===== config.mk =====
export PLATFORM = sky130hd
export DESIGN_NAME = pjkl_top
export DESIGN_NICKNAME = d
export VERILOG_FILES = /design/src/core/pjkl_pkg.sv /design/src/core/pjkl_if.sv /design/src/core/pjkl_top.sv /design/src/core/pjkl_pin_dec.sv /design/src/core/pjkl_axi_slv.sv
export SDC_FILE = /design/constraint.sdc
export NUM_CORES = 1
export LEC_CHECK = 0
export ABC_AREA = 1
export BUFFER_PORTS_ARGS = -buffer_cell sky130_fd_sc_hd__clkbuf_2
export CAP_MARGIN = 10
export CORE_MARGIN = 5
export CORE_UTILIZATION = 49
export CTS_CLUSTER_SIZE = 10
export DETAILED_ROUTE_END_ITERATION = 12
export HOLD_SLACK_MARGIN = 0.12
export PLACE_DENSITY = 0.87
export SYNTH_ARGS = -nofsm -noshare
export SYNTH_HDL_FRONTEND = slang
export SYNTH_SLANG_ARGS = --single-unit

===== constraint.sdc =====
create_clock -name CLK_SYS -period 1.45 [get_ports CLK_SYS]
set_input_delay 0.29 -clock CLK_SYS [delete_from_list [all_inputs] [get_ports CLK_SYS]]
set_output_delay 0.29 -clock CLK_SYS [all_outputs]
set_load 0.01 [all_outputs]

===== src/core/pjkl_pkg.sv =====
// constants, types and pin decode shared by the port j/k/l function-select block
package pjkl_pkg;

  // ==========================================================================
  // register map (word aligned byte addresses)
  localparam int unsigned AXI_ADDR_W = 4;
  localparam int unsigned AXI_DATA_W = 32;
  localparam logic [3:0] OFS_J_FUNC = 4'h0;
  localparam logic [3:0] OFS_K_FUNC = 4'h4;
  localparam logic [3:0] OFS_L_FUNC = 4'h8;
  localparam logic [3:0] OFS_STATUS = 4'hC;
  localparam logic [15:0] FUNC_RST = 16'h0000;
  localparam logic [1:0] RESP_OKAY = 2'h0;
  localparam logic [1:0] RESP_SLVERR = 2'h2;

  // ==========================================================================
  // field layout
  localparam int unsigned PIN_N = 8;
  localparam int unsigned FIELD_W = 2;
  localparam int unsigned STAT_RSV_J = 0;
  localparam int unsigned STAT_RSV_K = 8;
  localparam int unsigned STAT_RSV_L = 16;
  localparam int unsigned STAT_GUARD = 24;
  // port j pins whose code 00 has no peripheral behind it
  localparam logic [7:0] J_NO_PERIPH = 8'h32;

  typedef enum logic [1:0] {
    MD_OTHER = 2'b00,
    MD_OUT = 2'b01,
    MD_IN_PU = 2'b10,
    MD_IN_NOPU = 2'b11
  } pjkl_mode_t;

  typedef enum logic [1:0] {
    PORT_J = 2'b00,
    PORT_K = 2'b01,
    PORT_L = 2'b10
  } pjkl_port_t;

  typedef struct packed {
    logic periph;
    logic oe;
    logic pu;
    logic rsv;
  } pjkl_pin_t;

  // ==========================================================================
  // per-pin decode; reserved codes leave the pin as a bare input
  function automatic pjkl_pin_t pin_decode(pjkl_port_t port, logic [2:0] pin,
                                           logic [1:0] code);
    pjkl_pin_t p;
    p = '0;
    case (pjkl_mode_t'(code))
      MD_OTHER: begin
        if (port == PORT_J && J_NO_PERIPH[pin]) p.rsv = 1'b1;
        else p.periph = 1'b1;
      end
      MD_OUT: begin
        if (port == PORT_L) p.rsv = 1'b1;
        else p.oe = 1'b1;
      end
      MD_IN_PU: p.pu = 1'b1;
      default: p.pu = 1'b0;
    endcase
    return p;
  endfunction : pin_decode

endpackage : pjkl_pkg


===== src/core/pjkl_if.sv =====
// interfaces between the register bus slave, the pin decoders and the top

interface pjkl_pin_if;
  logic [15:0] field;
  pjkl_pkg::pjkl_pin_t [7:0] pin;
  modport ctl (output field, input pin);
  modport dec (input field, output pin);
endinterface : pjkl_pin_if

interface pjkl_reg_if;
  logic wr_go;
  logic [3:0] wr_addr;
  logic [31:0] wr_data;
  logic [3:0] wr_strb;
  logic wr_err;
  logic rd_go;
  logic [3:0] rd_addr;
  logic [31:0] rd_data;
  logic rd_err;
  modport bus (output wr_go, wr_addr, wr_data, wr_strb, rd_go, rd_addr,
               input wr_err, rd_data, rd_err);
  modport regs (input wr_go, wr_addr, wr_data, wr_strb, rd_go, rd_addr,
                output wr_err, rd_data, rd_err);
endinterface : pjkl_reg_if


===== src/core/pjkl_top.sv =====
// pin-function and pull-up select for general ports j, k and l
//
// What this block does
// RULE_01: port j function register is 16-bit RW, cleared only by power-on reset.
// RULE_02: port k function register is 16-bit RW, cleared only by power-on reset.
// RULE_03: port l function register is 16-bit RW, cleared only by power-on reset.
// RULE_04: pin n uses bits 2n+1 and 2n of its port register.
// RULE_05: port j code 00 is peripheral on pins 0,2,3,6,7, reserved on 1,4,5.
// RULE_06: code 10 selects port input with pull-up on, all three ports.
// RULE_07: code 11 selects port input with pull-up off, all three ports.
// RULE_08: ports j and k code 01 is output; port k code 00 peripheral.
// RULE_09: port l code 00 is peripheral, code 01 reserved; no output mode.
// RULE_10: software keeps port l register at zero when converter or pins 7/6 in use.
// RULE_11: reserved codes leave the pin input-only, undriven, pull-up off.
module pjkl_top (
  input wire logic CLK_SYS,
  input wire logic RST_N,
  input wire logic [3:0] S_AXI_AWADDR,
  input wire logic S_AXI_AWVALID,
  output logic S_AXI_AWREADY,
  input wire logic [31:0] S_AXI_WDATA,
  input wire logic [3:0] S_AXI_WSTRB,
  input wire logic S_AXI_WVALID,
  output logic S_AXI_WREADY,
  output logic [1:0] S_AXI_BRESP,
  output logic S_AXI_BVALID,
  input wire logic S_AXI_BREADY,
  input wire logic [3:0] S_AXI_ARADDR,
  input wire logic S_AXI_ARVALID,
  output logic S_AXI_ARREADY,
  output logic [31:0] S_AXI_RDATA,
  output logic [1:0] S_AXI_RRESP,
  output logic S_AXI_RVALID,
  input wire logic S_AXI_RREADY,
  input wire logic CONV_ANALOG,
  output logic [7:0] PJ_PERIPH,
  output logic [7:0] PJ_OE,
  output logic [7:0] PJ_PU,
  output logic [7:0] PK_PERIPH,
  output logic [7:0] PK_OE,
  output logic [7:0] PK_PU,
  output logic [7:0] PL_PERIPH,
  output logic [7:0] PL_PU
);

  // ==========================================================================
  // state
  typedef struct packed {
    logic [15:0] port_j_pin_function;
    logic [15:0] port_k_pin_function;
    logic [15:0] port_l_pin_function;
    logic [7:0] j_periph;
    logic [7:0] j_oe;
    logic [7:0] j_pu;
    logic [7:0] k_periph;
    logic [7:0] k_oe;
    logic [7:0] k_pu;
    logic [7:0] l_periph;
    logic [7:0] l_pu;
    logic [23:0] rsv;
    logic guard;
  } pjkl_top_st_t;

  pjkl_top_st_t q, d;

  pjkl_reg_if rif ();
  pjkl_pin_if jif ();
  pjkl_pin_if kif ();
  pjkl_pin_if lif ();

  // byte-lane merge of a 16-bit register
  function automatic logic [15:0] lane_merge(logic [15:0] old, logic [31:0] data,
                                             logic [3:0] strb);
    logic [15:0] r;
    r = old;
    if (strb[0]) r[7:0] = data[7:0];
    if (strb[1]) r[15:8] = data[15:8];
    return r;
  endfunction : lane_merge

  // ==========================================================================
  // bus slave and decoders
  pjkl_axi_slv u_slv (
    .clk(CLK_SYS),
    .rst_n(RST_N),
    .awaddr(S_AXI_AWADDR),
    .awvalid(S_AXI_AWVALID),
    .awready(S_AXI_AWREADY),
    .wdata(S_AXI_WDATA),
    .wstrb(S_AXI_WSTRB),
    .wvalid(S_AXI_WVALID),
    .wready(S_AXI_WREADY),
    .bresp(S_AXI_BRESP),
    .bvalid(S_AXI_BVALID),
    .bready(S_AXI_BREADY),
    .araddr(S_AXI_ARADDR),
    .arvalid(S_AXI_ARVALID),
    .arready(S_AXI_ARREADY),
    .rdata(S_AXI_RDATA),
    .rresp(S_AXI_RRESP),
    .rvalid(S_AXI_RVALID),
    .rready(S_AXI_RREADY),
    .rif(rif.bus)
  );

  assign jif.field = q.port_j_pin_function;
  assign kif.field = q.port_k_pin_function;
  assign lif.field = q.port_l_pin_function;

  pjkl_pin_dec #(.PORT(pjkl_pkg::PORT_J)) u_dec_j (.pif(jif.dec)); // RULE_05
  pjkl_pin_dec #(.PORT(pjkl_pkg::PORT_K)) u_dec_k (.pif(kif.dec)); // RULE_08
  pjkl_pin_dec #(.PORT(pjkl_pkg::PORT_L)) u_dec_l (.pif(lif.dec)); // RULE_09

  // ==========================================================================
  // register access and pin control registers
  always_comb begin
    d = q;
    rif.wr_err = 1'b0;
    rif.rd_err = 1'b0;
    rif.rd_data = '0;
    if (rif.wr_go) begin
      case (rif.wr_addr)
        pjkl_pkg::OFS_J_FUNC: d.port_j_pin_function =
          lane_merge(q.port_j_pin_function, rif.wr_data, rif.wr_strb); // RULE_01
        pjkl_pkg::OFS_K_FUNC: d.port_k_pin_function =
          lane_merge(q.port_k_pin_function, rif.wr_data, rif.wr_strb); // RULE_02
        pjkl_pkg::OFS_L_FUNC: d.port_l_pin_function =
          lane_merge(q.port_l_pin_function, rif.wr_data, rif.wr_strb); // RULE_03
        pjkl_pkg::OFS_STATUS: rif.wr_err = 1'b0;
        default: rif.wr_err = 1'b1;
      endcase
    end
    if (rif.rd_go) begin
      case (rif.rd_addr)
        pjkl_pkg::OFS_J_FUNC: rif.rd_data = {16'h0000, q.port_j_pin_function};
        pjkl_pkg::OFS_K_FUNC: rif.rd_data = {16'h0000, q.port_k_pin_function};
        pjkl_pkg::OFS_L_FUNC: rif.rd_data = {16'h0000, q.port_l_pin_function};
        pjkl_pkg::OFS_STATUS: rif.rd_data = {7'h00, q.guard, q.rsv};
        default: rif.rd_err = 1'b1;
      endcase
    end
    // field i of each register drives pin i
    for (int i = 0; i < 8; i++) begin
      d.j_periph[i] = jif.pin[i].periph; // RULE_04
      d.j_oe[i] = jif.pin[i].oe;
      d.j_pu[i] = jif.pin[i].pu; // RULE_06
      d.k_periph[i] = kif.pin[i].periph;
      d.k_oe[i] = kif.pin[i].oe; // RULE_08
      d.k_pu[i] = kif.pin[i].pu; // RULE_07
      d.l_periph[i] = lif.pin[i].periph;
      d.l_pu[i] = lif.pin[i].pu;
      d.rsv[pjkl_pkg::STAT_RSV_J + i] = jif.pin[i].rsv; // RULE_11
      d.rsv[pjkl_pkg::STAT_RSV_K + i] = kif.pin[i].rsv;
      d.rsv[pjkl_pkg::STAT_RSV_L + i] = lif.pin[i].rsv;
    end
    // flags a port l setting that software should have left at reset
    d.guard = (q.port_l_pin_function != pjkl_pkg::FUNC_RST) &&
      (CONV_ANALOG ||
       q.port_l_pin_function[15:14] == pjkl_pkg::MD_OTHER ||
       q.port_l_pin_function[13:12] == pjkl_pkg::MD_OTHER); // RULE_10
  end

  // only the power-on reset clears the function registers
  always_ff @(posedge CLK_SYS or negedge RST_N) begin
    if (!RST_N) q <= '0; // RULE_01 RULE_02 RULE_03
    else q <= d;
  end

  assign PJ_PERIPH = q.j_periph;
  assign PJ_OE = q.j_oe;
  assign PJ_PU = q.j_pu;
  assign PK_PERIPH = q.k_periph;
  assign PK_OE = q.k_oe;
  assign PK_PU = q.k_pu;
  assign PL_PERIPH = q.l_periph;
  assign PL_PU = q.l_pu;

  logic wr_j, wr_k, wr_l;
  assign wr_j = rif.wr_go && rif.wr_addr == pjkl_pkg::OFS_J_FUNC;
  assign wr_k = rif.wr_go && rif.wr_addr == pjkl_pkg::OFS_K_FUNC;
  assign wr_l = rif.wr_go && rif.wr_addr == pjkl_pkg::OFS_L_FUNC;
endmodule : pjkl_top


===== src/core/pjkl_pin_dec.sv =====
// decoder of one port's function register into per-pin controls
module pjkl_pin_dec #(
  parameter pjkl_pkg::pjkl_port_t PORT = pjkl_pkg::PORT_J
) (
  pjkl_pin_if.dec pif
);

  always_comb begin
    for (int i = 0; i < 8; i++) begin
      pif.pin[i] = pjkl_pkg::pin_decode(PORT, 3'(i), pif.field[2*i +: 2]);
    end
  end

endmodule : pjkl_pin_dec


===== src/core/pjkl_axi_slv.sv =====
// axi4-lite slave front end: one write and one read in flight
module pjkl_axi_slv (
  input wire logic clk,
  input wire logic rst_n,
  input wire logic [3:0] awaddr,
  input wire logic awvalid,
  output logic awready,
  input wire logic [31:0] wdata,
  input wire logic [3:0] wstrb,
  input wire logic wvalid,
  output logic wready,
  output logic [1:0] bresp,
  output logic bvalid,
  input wire logic bready,
  input wire logic [3:0] araddr,
  input wire logic arvalid,
  output logic arready,
  output logic [31:0] rdata,
  output logic [1:0] rresp,
  output logic rvalid,
  input wire logic rready,
  pjkl_reg_if.bus rif
);

  typedef struct packed {
    logic aw_held;
    logic [3:0] aw_addr;
    logic w_held;
    logic [31:0] w_data;
    logic [3:0] w_strb;
    logic awready;
    logic wready;
    logic bvalid;
    logic [1:0] bresp;
    logic ar_held;
    logic [3:0] ar_addr;
    logic arready;
    logic rvalid;
    logic [1:0] rresp;
    logic [31:0] rdata;
  } pjkl_axi_st_t;

  pjkl_axi_st_t q, d;

  assign rif.wr_go = q.aw_held & q.w_held;
  assign rif.wr_addr = q.aw_addr;
  assign rif.wr_data = q.w_data;
  assign rif.wr_strb = q.w_strb;
  assign rif.rd_go = q.ar_held;
  assign rif.rd_addr = q.ar_addr;

  // ==========================================================================
  // channel handshakes
  always_comb begin
    d = q;
    if (awvalid && q.awready) begin
      d.aw_held = 1'b1;
      d.aw_addr = awaddr;
    end
    if (wvalid && q.wready) begin
      d.w_held = 1'b1;
      d.w_data = wdata;
      d.w_strb = wstrb;
    end
    if (rif.wr_go) begin
      d.aw_held = 1'b0;
      d.w_held = 1'b0;
      d.bvalid = 1'b1;
      d.bresp = rif.wr_err ? pjkl_pkg::RESP_SLVERR : pjkl_pkg::RESP_OKAY;
    end
    if (q.bvalid && bready) d.bvalid = 1'b0;
    if (arvalid && q.arready) begin
      d.ar_held = 1'b1;
      d.ar_addr = araddr;
    end
    if (rif.rd_go) begin
      d.ar_held = 1'b0;
      d.rvalid = 1'b1;
      d.rdata = rif.rd_data;
      d.rresp = rif.rd_err ? pjkl_pkg::RESP_SLVERR : pjkl_pkg::RESP_OKAY;
    end
    if (q.rvalid && rready) d.rvalid = 1'b0;
    d.awready = ~d.aw_held & ~d.bvalid;
    d.wready = ~d.w_held & ~d.bvalid;
    d.arready = ~d.ar_held & ~d.rvalid;
  end

  always_ff @(posedge clk or negedge rst_n) begin
    if (!rst_n) q <= '0;
    else q <= d;
  end

  assign awready = q.awready;
  assign wready = q.wready;
  assign bvalid = q.bvalid;
  assign bresp = q.bresp;
  assign arready = q.arready;
  assign rvalid = q.rvalid;
  assign rresp = q.rresp;
  assign rdata = q.rdata;

endmodule : pjkl_axi_slv


-- Word-level counts from Yosys, hierarchy flattened
Index checks and enable logic that the tools add are counted.
- equal/unequal tests: 54
- multiplexer cells: 89
- bitwise operators: 9
- reduce and logical (&&, ||, !) cells: 43
- operator list (operator ; count):
    $pmux 25 s4 ; 1
    $mux 1 ; 81
    $eq 2x1->1 const B ; 24
    $eq 2x2->1 const B ; 24
    $logic_not 2->1 ; 24
    $mux 37 ; 1
    $mux 35 ; 1
    $reduce_and 3->1 ; 6
    $eq 4x4->1 const B ; 4
    $reduce_bool 16->1 ; 1
    $mux 5 ; 2
    $eq 4x3->1 const B ; 2
    $logic_not 4->1 ; 2
    $reduce_or 4->1 ; 2
    $logic_and 1x1->1 ; 6
    $not 1->1 ; 5
    $and 1x1->1 ; 4
    $mux 2 ; 2
    $mux 3 ; 1
    $logic_or 1x1->1 ; 2
- bits in registers: 209
- bits of input ports: 52
- output and inout bits: 105
- word-level logic and storage cells: 226

-- Depth between registers and ports, before layout
Gate-level depths: netlist of run 1.
- depth after elaboration: 9
- mapped depth: 7
- gate-level depth less buffers: 6

-- Hierarchy
Synthesis of run 1 repeated with hierarchy kept, for this count alone.
- cell total of the unflattened synthesis: 1113
- area, all modules: 10049.6 µm²
- by module, submodules not included (module ; times used ; cells an instance ; area each (µm²) ; sequential area each (µm²)):
    pjkl_top ; 1 ; 523 ; 5452.7 ; 3428.3
    pjkl_axi_slv ; 1 ; 443 ; 3955.0 ; 2152.1
    pjkl_pin_dec ; 3 ; 49 ; 214.0 ; 0.0

-- Worst setup path before layout of run 1
Ideal clock, no wire load.
- path type: flip-flop to flip-flop
- from: register u_slv.q, in the netlist u_slv.rif.wr_addr[1]
- to: register q, in the netlist jif.field[14]
- setup time: 0.119 ns
- data arrival time: 1.205 ns
- required time: 1.331 ns
- slack: 0.126 ns
- stages on the path, launching flop included: 6
- path buffers: 1
- path through: dfrtp_1 nor3_4 nand3_2 buf_6 nand2_1 o21ai_2
- longest elaborated chain between the ends: 2
- RTL lines (what ; RTL line ; RTL):
    from (decl) ; pjkl_axi_slv.sv:43 ; pjkl_axi_st_t q, d;
    from (signal assigned) ; pjkl_axi_slv.sv:89 ; if (!rst_n) q <= '0;
    from (signal assigned) ; pjkl_axi_slv.sv:90 ; else q <= d;
    $logic_not 4->1 ; pjkl_top.sv:122 ; case (rif.wr_addr)
    $reduce_and 3->1 (no source line) ; n/a ;
    to (signal assigned) ; pjkl_top.sv:165 ; if (!RST_N) q <= '0;
    to (signal assigned) ; pjkl_top.sv:166 ; else q <= d;
    to (decl) ; pjkl_top.sv:64 ; pjkl_top_st_t q, d;
No other way between the ends.
A chain may end at the register's enable or synchronous reset.

-- Worst setup path after layout of run 1
- from: register u_slv.q, in the netlist u_slv.rif.wr_addr[1]
- to: register q, in the netlist lif.field[9]
- longest elaborated chain between the ends: 2
- RTL lines (what ; RTL line):
    $eq 4x4->1 ; pjkl_top.sv:122
    $reduce_and 3->1 (no source line) ; n/a
No other way between the ends.

==> qor.csv, run 1 <==
metric;value;unit
status;completed;
setup.worst_path.class;flop to flop;
finalSetupViolCount;0;
grt_pass1_wl;26010;um
power_switching;7.315;mW
cellLeakagePower;4.537;nW
drt_first_iter_violations;306;
placed_area;7786;um^2
yosysTopAreaCell;dfrtp_1;
wirelength;16380;um
drc;0;
synth.yosys.warnings;0;
slew_violations;0;
synthArstFlopShare;100.0;%
synth_edf_count;0;
num_rows;45;
clk_path_buf_depth;2;
period_minus_slack;1432;ps
synth_compound_area_share;5.528;%
synth_top_family_by_area;simple AND/OR/NAND/NOR gates;
design_area;8788;um^2
final_util;58.03;%
portBuffers;126;
ys_top_cells_by_count;dfrtp_1, nand2_1, nor2_1;
wl_met3;1051;um
place_congestion;0.7905;
maxCapViolations;0;
start_kind;flop;
synthesis.area;7560;um^2
p_per_area;2191;nW/um^2
seq_area;4554;um^2
reg2reg_from;u_slv.rif.wr_addr[1];
rsz0062_at_grt;true;
crit_cells;5;
dr.pass1.iters;5;
p_int;11.94;mW
startpoint;u_slv.rif.wr_addr[1];
cts_tree;done;
path_cells;nor3_4, buf_4, nand3_2, nand2_1, o21ai_1;
n_antenna_cell;0;
crit_required;1770;ps
drive_gt1_share;24.46;%
grt_usage;18.39;%
synth.most_common_cell;dfrtp_1;
die_area;18010;um^2
cp-end-kind;flop;
nNetsFinal;918;
die_height;134.2;um
ys_seq_area_share;60.24;%
multi_input_area;2001;um^2
p_comb_share;29.6;%
syn_area_per_cell;9.680;um^2
num_io_pins;157;
met2WireLength;7830;um
root_buffer;clkbuf_16;
antenna_found_initial;0;
clkTransAtPathRegs;70;ps
ys.flop_type;dfrtp_1;
clkLatencyLatePin;430;ps
clock_skew;8.570;ps
vias_per_cell;4.900;
drt-wirelength-per-cell;15.35;um
die_width;134.2;um
num_vias;5228;
tightest_slew;525.5;ps
coreArea;15150;um^2
synth_cell_types;22;
worst_path_largest_cell_delay;410;ps
synth-xor-area-share;0;%
initial_core_util;49.91;%
cts_buffers;17;
htree_levels;4;
ys_ff_latch;182;
fmax;698.5;MHz
crit_path_end;lif.field[9];
wl_met1;7250;um
switching_share;38.00;%
path_delay_family;simple AND/OR/NAND/NOR gates;
r2r_cells;5;
p_clk_share;24.2;%
synthAdderAreaFrac;0;%
highest_layer;met4;
relSlewSlack;64.96;%
cts.sinks;182;
cp.arrival;1750;ps
hpwl;11190;um
grt.overflow.total;0;
r2r_slack;20;ps
grt_pass1_vias;5126;
fillers;1235;
r2r-end;lif.field[9];
grt_max_degree;54;
critPathMaxFanout;8;
synthSimpleGateAreaFrac;17.86;%
ir_worst_vdd;0.001095;V
timing.final.crit_share;98.74;%
ant_nets;0;
syn_to_final_growth;16.25;%
yosysTopAreaCellShare;60.24;%
hold_viol_final;0;
synth.area.mux_share;0.8937;%
crit_slowest_cell;dfrtp_1;
netlist_instances;781;
crit_buf_inv;1;
power_frac_seq;46.3;%
min_path_type;input pin to flop;
synth_area_leaders;dfrtp_1, buf_4, nand2_1, nor2_1, nand3_1;
==> how the worst min path moves through the flow <==
| stage | from | end | slack [ps] | cells past startpoint |
|---|---|---|---|---|
| after floorplan | RST_N | PJ_OE[0] | -6 | 0 |
| after global placement | RST_N | PK_PU[5] | 200 | 1 |
| after detailed placement | RST_N | PK_PU[5] | 210 | 1 |
| after CTS | CONV_ANALOG | q[0] | 120 | 3 |
| after global routing | S_AXI_ARADDR[2] | u_slv.rif.rd_addr[2] | 130 | 3 |
| final | S_AXI_AWADDR[2] | u_slv.rif.wr_addr[2] | 140 | 3 |
==> power by group through the flow <==
stage	Clock, mW	Sequential, mW	Combinational [mW]
2_1_floorplan	0	8.35	4.53
3_3_place_gp	0	8.76	5.25
3_5_place_dp	0	8.87	5.47
4_1_cts	4.71	8.82	5.65
5_1_grt	4.94	9.16	6.41
6_report	4.65	8.91	5.70
==> tightest hold or removal path, cell delays in order <==
cell	delay (ps)
clkbuf_2	90
nor2_1	40
a21oi_1	100
==> final cells by class <==
cell class | count | area share [%]
Timing Repair Buffer | 173 | 12.69
Tap cell | 188 | 2.677
Clock inverter | 14 | 1.851
Clock buffer | 18 | 4.997
Inverter | 75 | 3.203
Multi-Input combinational cell | 417 | 22.76
Sequential cell | 182 | 51.82
==> registers in the layout (all words and copies together) (netlist names), 4 cells and up <==
signal,count
q,12
PJ_PU,8
lif.field,16
u_slv.rdata,25
PL_PERIPH,8
PK_PU,8
jif.field,16
PK_PERIPH,8
u_slv.rif.rd_addr,4
PL_PU,8
PJ_PERIPH,5
PK_OE,8
u_slv.rif.wr_data,16
PJ_OE,8
kif.field,16
u_slv.rif.wr_addr,4
==> routing by layer <==
layer	vias to the layer above	global-route usage, %
met2	163	28.46
met4	0	6.278
li1	2521	-
met5	-	0
met1	2525	25.20
met3	19	5.139
==> cell usage in the layout, fill, tap and decap left out, types with 3 or more instances in the layout <==
cell type | Yosys | routed
clkbuf_16 | 0 | 17
buf_12 | 0 | 5
nand3_4 | 0 | 8
o21ai_2 | 10 | 10
dlygate4sd3_1 | 0 | 25
inv_1 | 74 | 74
nand2_1 | 128 | 126
clkbuf_2 | 0 | 125
inv_6 | 0 | 4
o21ai_0 | 4 | 4
nand3_1 | 73 | 73
dfrtp_1 | 182 | 182
nor2_1 | 107 | 103
mux2_2 | 6 | 6
conb_1 | 1 | 12
a21oi_1 | 24 | 24
o21ai_1 | 38 | 38
buf_4 | 100 | 17
clkinvlp_4 | 0 | 3
nor2_2 | 0 | 3
nand2_2 | 1 | 3
==> kinds of logic (layout without fill, tap and decap cells) <==
logic type,after synthesis,in the layout
compound gates,76,76
other cells,1,12
mux,6,6
buf+inv,197,280
flops,182,182
simple gates,319,323
==> stage by stage <==
step	TNS, ps	hold WS (ps)	total power [mW]	instances	worst slack, ps
after floorplan	0	-5.591	12.88	792	126.1
after global placement	-1694	198.9	14.00	1001	-67.86
after detailed placement	-3872	208.0	14.34	1001	-134.6
after CTS	-729.0	121.3	19.18	1063	-56.22
after global routing	-1146	129.5	20.51	1067	-79.08
final	0	135.8	19.25	1067	18.27
==> timing repair <==
action	4_1_cts	5_1_grt
endpoints found under the setup margin	48	48
resized for setup	6	7
hold buffers	25	0
setup buffers	4	1
pin swaps	1	1
endpoints found under the hold margin	138	0
cloned	1	3
(Power assumes the default switching activity.)
==> run 2: changes to the inputs <==
--- a/config.mk
+++ b/config.mk
@@ -8,7 +8,6 @@
 export ABC_AREA = 1
 export BUFFER_PORTS_ARGS = -buffer_cell sky130_fd_sc_hd__clkbuf_2
 export CAP_MARGIN = 10
-export CORE_MARGIN = 5
 export CORE_UTILIZATION = 49
 export CTS_CLUSTER_SIZE = 10
 export DETAILED_ROUTE_END_ITERATION = 12
==> qor.csv, run 2 (synthesized netlist as in run 1, its figures left out) <==
metric;value;unit;change
min_to;q[0];;
num_vias;5226;;-0.038%
htree_levels;4;;unchanged
fmax;745.3;MHz;+6.7%
fillers;1247;;+0.97%
crit_required;1760;ps;about the same
cp.arrival;1650;ps;-100 ps
initial_core_util;49.91;%;unchanged
min_path_type;input pin to flop;;
startpoint;u_slv.rif.wr_addr[3];;
cts_buffers;17;;unchanged
grt_pass1_wl;24900;um;-4.2%
multi_input_area;1978;um^2;-1.1%
place_inst;1000;;-0.10%
p_per_area;2200;nW/um^2;+0.44%
n_antenna_cell;0;;unchanged
clock_skew;8.373;ps;-0.1968 ps
num_io_pins;157;;unchanged
grt_max_degree;52;;-3.7%
start_kind;flop;;
period_minus_slack;1342;ps;-90.07 ps
r2r-end;lif.field[3];;
syn_to_final_growth;17.01;%;
die_height;126.2;um;-6.0%
r2r_slack;110;ps;+90 ps
die_area;15930;um^2;-12%
min-delay-start;CONV_ANALOG;;
drt_first_iter_violations;352;;+15%
largest_reg_flops;25;;unchanged
r2r_cells;5;;unchanged
most-common-layout-cells;dfrtp_1, nand2_1, clkbuf_2;;
final_common_cell;dfrtp_1;;
setup.worst_path.class;flop to flop;;
design_area;8846;um^2;+0.65%
grt_pass1_vias;5012;;-2.2%
rsz0062_at_grt;true;;
num_rows;45;;unchanged
fin_tns_setup;0;ps;unchanged
clkLatencyLatePin;430;ps;about the same
grt.overflow.total;0;;unchanged
ant_nets;0;;unchanged
coreArea;15150;um^2;unchanged
place_congestion;0.7998;;+1.2%
ir_worst_vdd;0.001043;V;-4.7%
die_width;126.2;um;-6.0%
cts.sinks;182;;unchanged
timing.final.crit_share;92.53;%;-6.2 points
grt_usage;20.32;%;+1.9 points
slew_violations;0;;unchanged
hold_viol_final;0;;unchanged
clkTransAtPathRegs;70;ps;about the same
hold_depth;3;;unchanged
root_buffer;clkbuf_16;;
cp-end-kind;flop;;
maxCapViolations;0;;unchanged
hpwl;10560;um;-5.6%
cellLeakagePower;4.565;nW;+0.63%
vias_per_cell;4.912;;+0.24%
clk_path_buf_depth;2;;unchanged
portBuffers;126;;unchanged
cts_tree;done;;
drc;0;;unchanged
nNetsFinal;915;;-0.33%
final_util;58.41;%;+0.38 points
seq_area;4554;um^2;unchanged
wirelength;15400;um;-6.0%
reg2reg_from;u_slv.rif.wr_addr[3];;
drt-wirelength-per-cell;14.47;um;-5.7%
drive_gt1_share;23.86;%;-0.60 points
critPathMaxFanout;16;;+8
finalSetupViolCount;0;;unchanged
placed_area;7791;um^2;about the same
antenna_found_initial;0;;unchanged
status;completed;;
final_cells;1064;;-0.28%
dr.pass1.iters;6;;+1
[run 2: where the power goes]
part	internal [mW]	total [mW]	leakage, nW	switching [mW]
clock network	3.00	4.93	0.315	1.93
logic	2.14	5.63	1.95	3.48
registers	7.18	8.90	2.31	1.73
total	12.3	19.5	4.57	7.15
[run 2: worst max-delay path by stage]
stage                     slack, ps       endpoint
after floorplan                 130  jif.field[14]
after global placement          -70  lif.field[10]
after detailed placement       -130  lif.field[10]
after CTS                         5   kif.field[2]
after global routing            -20   lif.field[3]
final                           110   lif.field[3]
[run 2: routing by layer]
metal,track usage (%),vias to the layer above,share of wire (%)
met4,8.221,0,1.8
met3,5.523,24,6.3
met5,0,-,0
met2,31.75,182,47
li1,-,2507,-
met1,27.00,2513,44
[run 2: worst max-delay path, stage by stage, from the launching register on]
cell	delay (ps)
dfrtp_1	370
inv_1	80
nor2_2	320
nand3_4	240
nand2_1	130
o21ai_1	70
[run 2: final cells by class]
cell class / count / share of cell area [%]
well taps: 188 / 2.659
clock inverters: 13 / 2.192
repair buffers: 172 / 13.00
clock buffers: 19 / 5.120
inverters: 75 / 3.182
flip-flops and latches: 182 / 51.49
multi-input cells: 415 / 22.36
[run 2: what timing repair did]
action                                  CTS  global route
endpoints found under the setup margin   48            40
setup buffers                             2             1
hold buffers                             27             0
gates resized for setup                   3             9
pin swaps                                 1             1
endpoints found under the hold margin   147             0
gates cloned                              0             2
[run 2: per-stage QoR]
step                      total power, mW  hold slack (ps)  setup WS (ps)
after floorplan                     12.88           -5.591          126.1
after global placement              13.94            219.4         -74.79
after detailed placement            14.27            218.3         -125.4
after CTS                           19.39            133.9          5.071
after global routing                20.73            161.0         -19.72
final                               19.46            139.7          108.3
==> run 3: changes to the inputs <==
--- a/config.mk
+++ b/config.mk
@@ -8,11 +8,14 @@
 export ABC_AREA = 1
 export BUFFER_PORTS_ARGS = -buffer_cell sky130_fd_sc_hd__clkbuf_2
 export CAP_MARGIN = 10
-export CORE_UTILIZATION = 49
+export CELL_PAD_IN_SITES_DETAIL_PLACEMENT = 0
+export CELL_PAD_IN_SITES_GLOBAL_PLACEMENT = 2
+export CORE_UTILIZATION = 30
 export CTS_CLUSTER_SIZE = 10
 export DETAILED_ROUTE_END_ITERATION = 12
 export HOLD_SLACK_MARGIN = 0.12
 export PLACE_DENSITY = 0.87
+export RECOVER_POWER = 100
 export SYNTH_ARGS = -nofsm -noshare
 export SYNTH_HDL_FRONTEND = slang
 export SYNTH_SLANG_ARGS = --single-unit
==> qor.csv, run 3 (synthesized netlist as in run 1, its figures left out) <==
metric;value;unit;change
clkLatencyLatePin;440;ps;about the same
p_per_area;2142;nW/um^2;-2.7%
grt.overflow.total;0;;unchanged
met2WireLength;7042;um;-3.6%
wl_met3;851;um;-13%
worst_path_largest_cell_delay;360;ps;about the same
power_switching;7.070;mW;-1.1%
num_vias;4962;;-5.1%
final_common_cell;dfrtp_1;;
fmax;755.4;MHz;+1.4%
clock_skew;11.95;ps;+3.574 ps
hold_depth;3;;unchanged
n_antenna_cell;0;;unchanged
finalSetupViolCount;0;;unchanged
cellLeakagePower;4.269;nW;-6.5%
start_kind;flop;;
hpwl;12240;um;+16%
vias_per_cell;4.094;;-17%
root_buffer;clkbuf_16;;
min_path_type;input pin to flop;;
p_comb_share;28.6;%;-0.3 points
coreArea;24530;um^2;+62%
cp-end-kind;flop;;
cp_common_cell;nand2_1;;
p_int;11.88;mW;-3.5%
hold_viol_final;0;;unchanged
wirelength;16710;um;+8.5%
place_congestion;0.7056;;-12%
clk_path_buf_depth;2;;unchanged
min-delay-start;S_AXI_WVALID;;
ir_worst_vdd;0.0007050;V;-32%
drt_first_iter_violations;299;;-15%
die_height;160.7;um;+27%
p_clk_share;25.4;%;about the same
cts.sinks;182;;unchanged
crit_slowest_cell;dfrtp_1;;
r2r_slack;130;ps;+20 ps
grt_usage;13.66;%;-6.7 points
critPathMaxFanout;16;;unchanged
grt_pass1_vias;4960;;-1.0%
path_delay_family;simple AND/OR/NAND/NOR gates;;
setup.worst_path.class;flop to flop;;
power_frac_seq;46.1;%;+0.4 points
die_width;160.7;um;+27%
cts_buffers;17;;unchanged
num_rows;57;;+27%
rsz0062_at_grt;false;;
final_util;36.07;%;-22 points
portBuffers;126;;unchanged
dr.pass1.iters;4;;-2
status;completed;;
drt-wirelength-per-cell;13.78;um;-4.7%
period_minus_slack;1324;ps;-17.91 ps
r2r_cells;7;;+2
r2r-end;lif.field[14];;
initial_core_util;30.81;%;-19 points
num_io_pins;157;;unchanged
min_to;u_slv.q[82];;
highest_layer;met4;;
htree_levels;4;;unchanged
syn_to_final_growth;17.06;%;about the same
timing.final.crit_share;91.29;%;-1.2 points
maxCapViolations;0;;unchanged
path_cells;nand2_1, nor3_4, buf_12, nand3_2, buf_4, nand2_1, o21ai_1;;
fin_tns_setup;0;ps;unchanged
grt_max_degree;52;;unchanged
drc;0;;unchanged
cts_tree;done;;
whs;271.3;ps;+131.5 ps
grt_pass1_wl;26930;um;+8.1%
reg2reg_from;u_slv.q[87];;
relSlewSlack;58.11;%;
nNetsFinal;927;;+1.3%
wl_met1;8629;um;+26%
cp.arrival;1640;ps;about the same
die_area;25840;um^2;+62%
switching_share;37.30;%;+0.58 points
ant_nets;0;;unchanged
slew_violations;0;;unchanged
crit_required;1760;ps;about the same
drive_gt1_share;11.71;%;-12 points
antenna_found_initial;0;;unchanged
crit_buf_inv;2;;+1
tightest_slew;628.4;ps;
clkTransAtPathRegs;70;ps;about the same
most-common-layout-cells;dfrtp_1, nand2_1, nor2_1;;
largest_reg_flops;25;;unchanged
[run 3: changes by cell type in the layout (fill, tap and decap cells not counted), sizes merged]
cell and change:
clkbuf +14, clkinv -4, clkinvlp +3, dlygate4sd3 +3, buf -2, nand3 -2, bufinv -1, inv +1
[run 3: worst max path at each step]
stage / from / endpoint / slack (ps) / cells after the start
2_1_floorplan: u_slv.rif.wr_addr[1] / jif.field[14] / 130 / 5
3_3_place_gp: u_slv.rif.wr_addr[1] / jif.field[14] / -70 / 4
3_5_place_dp: u_slv.rif.wr_addr[1] / jif.field[15] / -80 / 4
4_1_cts: u_slv.q[87] / kif.field[15] / 90 / 7
5_1_grt: u_slv.q[87] / lif.field[8] / 30 / 7
6_report: u_slv.q[87] / lif.field[14] / 130 / 7
[run 3: worst register-to-register path, cell delays in order (launching register included)]
cell	delay (ps)
dfrtp_1	360
nand2_1	110
nor3_4	180
buf_12	160
nand3_2	60
buf_4	200
nand2_1	70
o21ai_1	60
[run 3: final cells by class]
| class | instances | area (um^2) |
|---|---|---|
| Clock buffer | 20 | 446.7 |
| Clock inverter | 12 | 166.4 |
| Fill cell | 2595 | 15680 |
| Inverter | 75 | 281.5 |
| Multi-Input combinational cell | 413 | 1869 |
| Sequential cell | 182 | 4554 |
| Tap cell | 324 | 405.4 |
| Timing Repair Buffer | 186 | 1126 |
[run 3: repair_timing]
action	4_1_cts	5_1_grt
endpoints found under the hold margin	213	0
hold buffers	30	0
resized for setup	2	0
buffers inserted	2	0
setup endpoints to repair	16	1
gates cloned	0	0
pin swaps	1	1
[run 3: routing by layer]
metal	track usage [%]	vias to the layer above
li1	-	2524
met3	4.184	15
met4	3.859	0
met1	19.67	2325
met5	0	-
met2	19.66	98
[run 3: power by group through the flow]
stage,clock network [mW],logic (mW),registers [mW]
2_1_floorplan,0,4.53,8.35
6_report,4.81,5.42,8.73
4_1_cts,4.94,5.97,8.80
3_3_place_gp,0,5.73,8.82
5_1_grt,5.17,6.23,9.03
3_5_place_dp,0,5.84,8.89
[run 3: stage by stage]
stage	total power, mW	instances	area [um^2]	setup WS [ps]
floorplan	12.88	792	7601	126.1
global placement	14.55	1148	8117	-66.92
detailed placement	14.73	1148	8117	-84.70
CTS	19.72	1212	9072	88.23
global route	20.44	1212	8850	33.45
finish	18.95	1212	8850	126.3
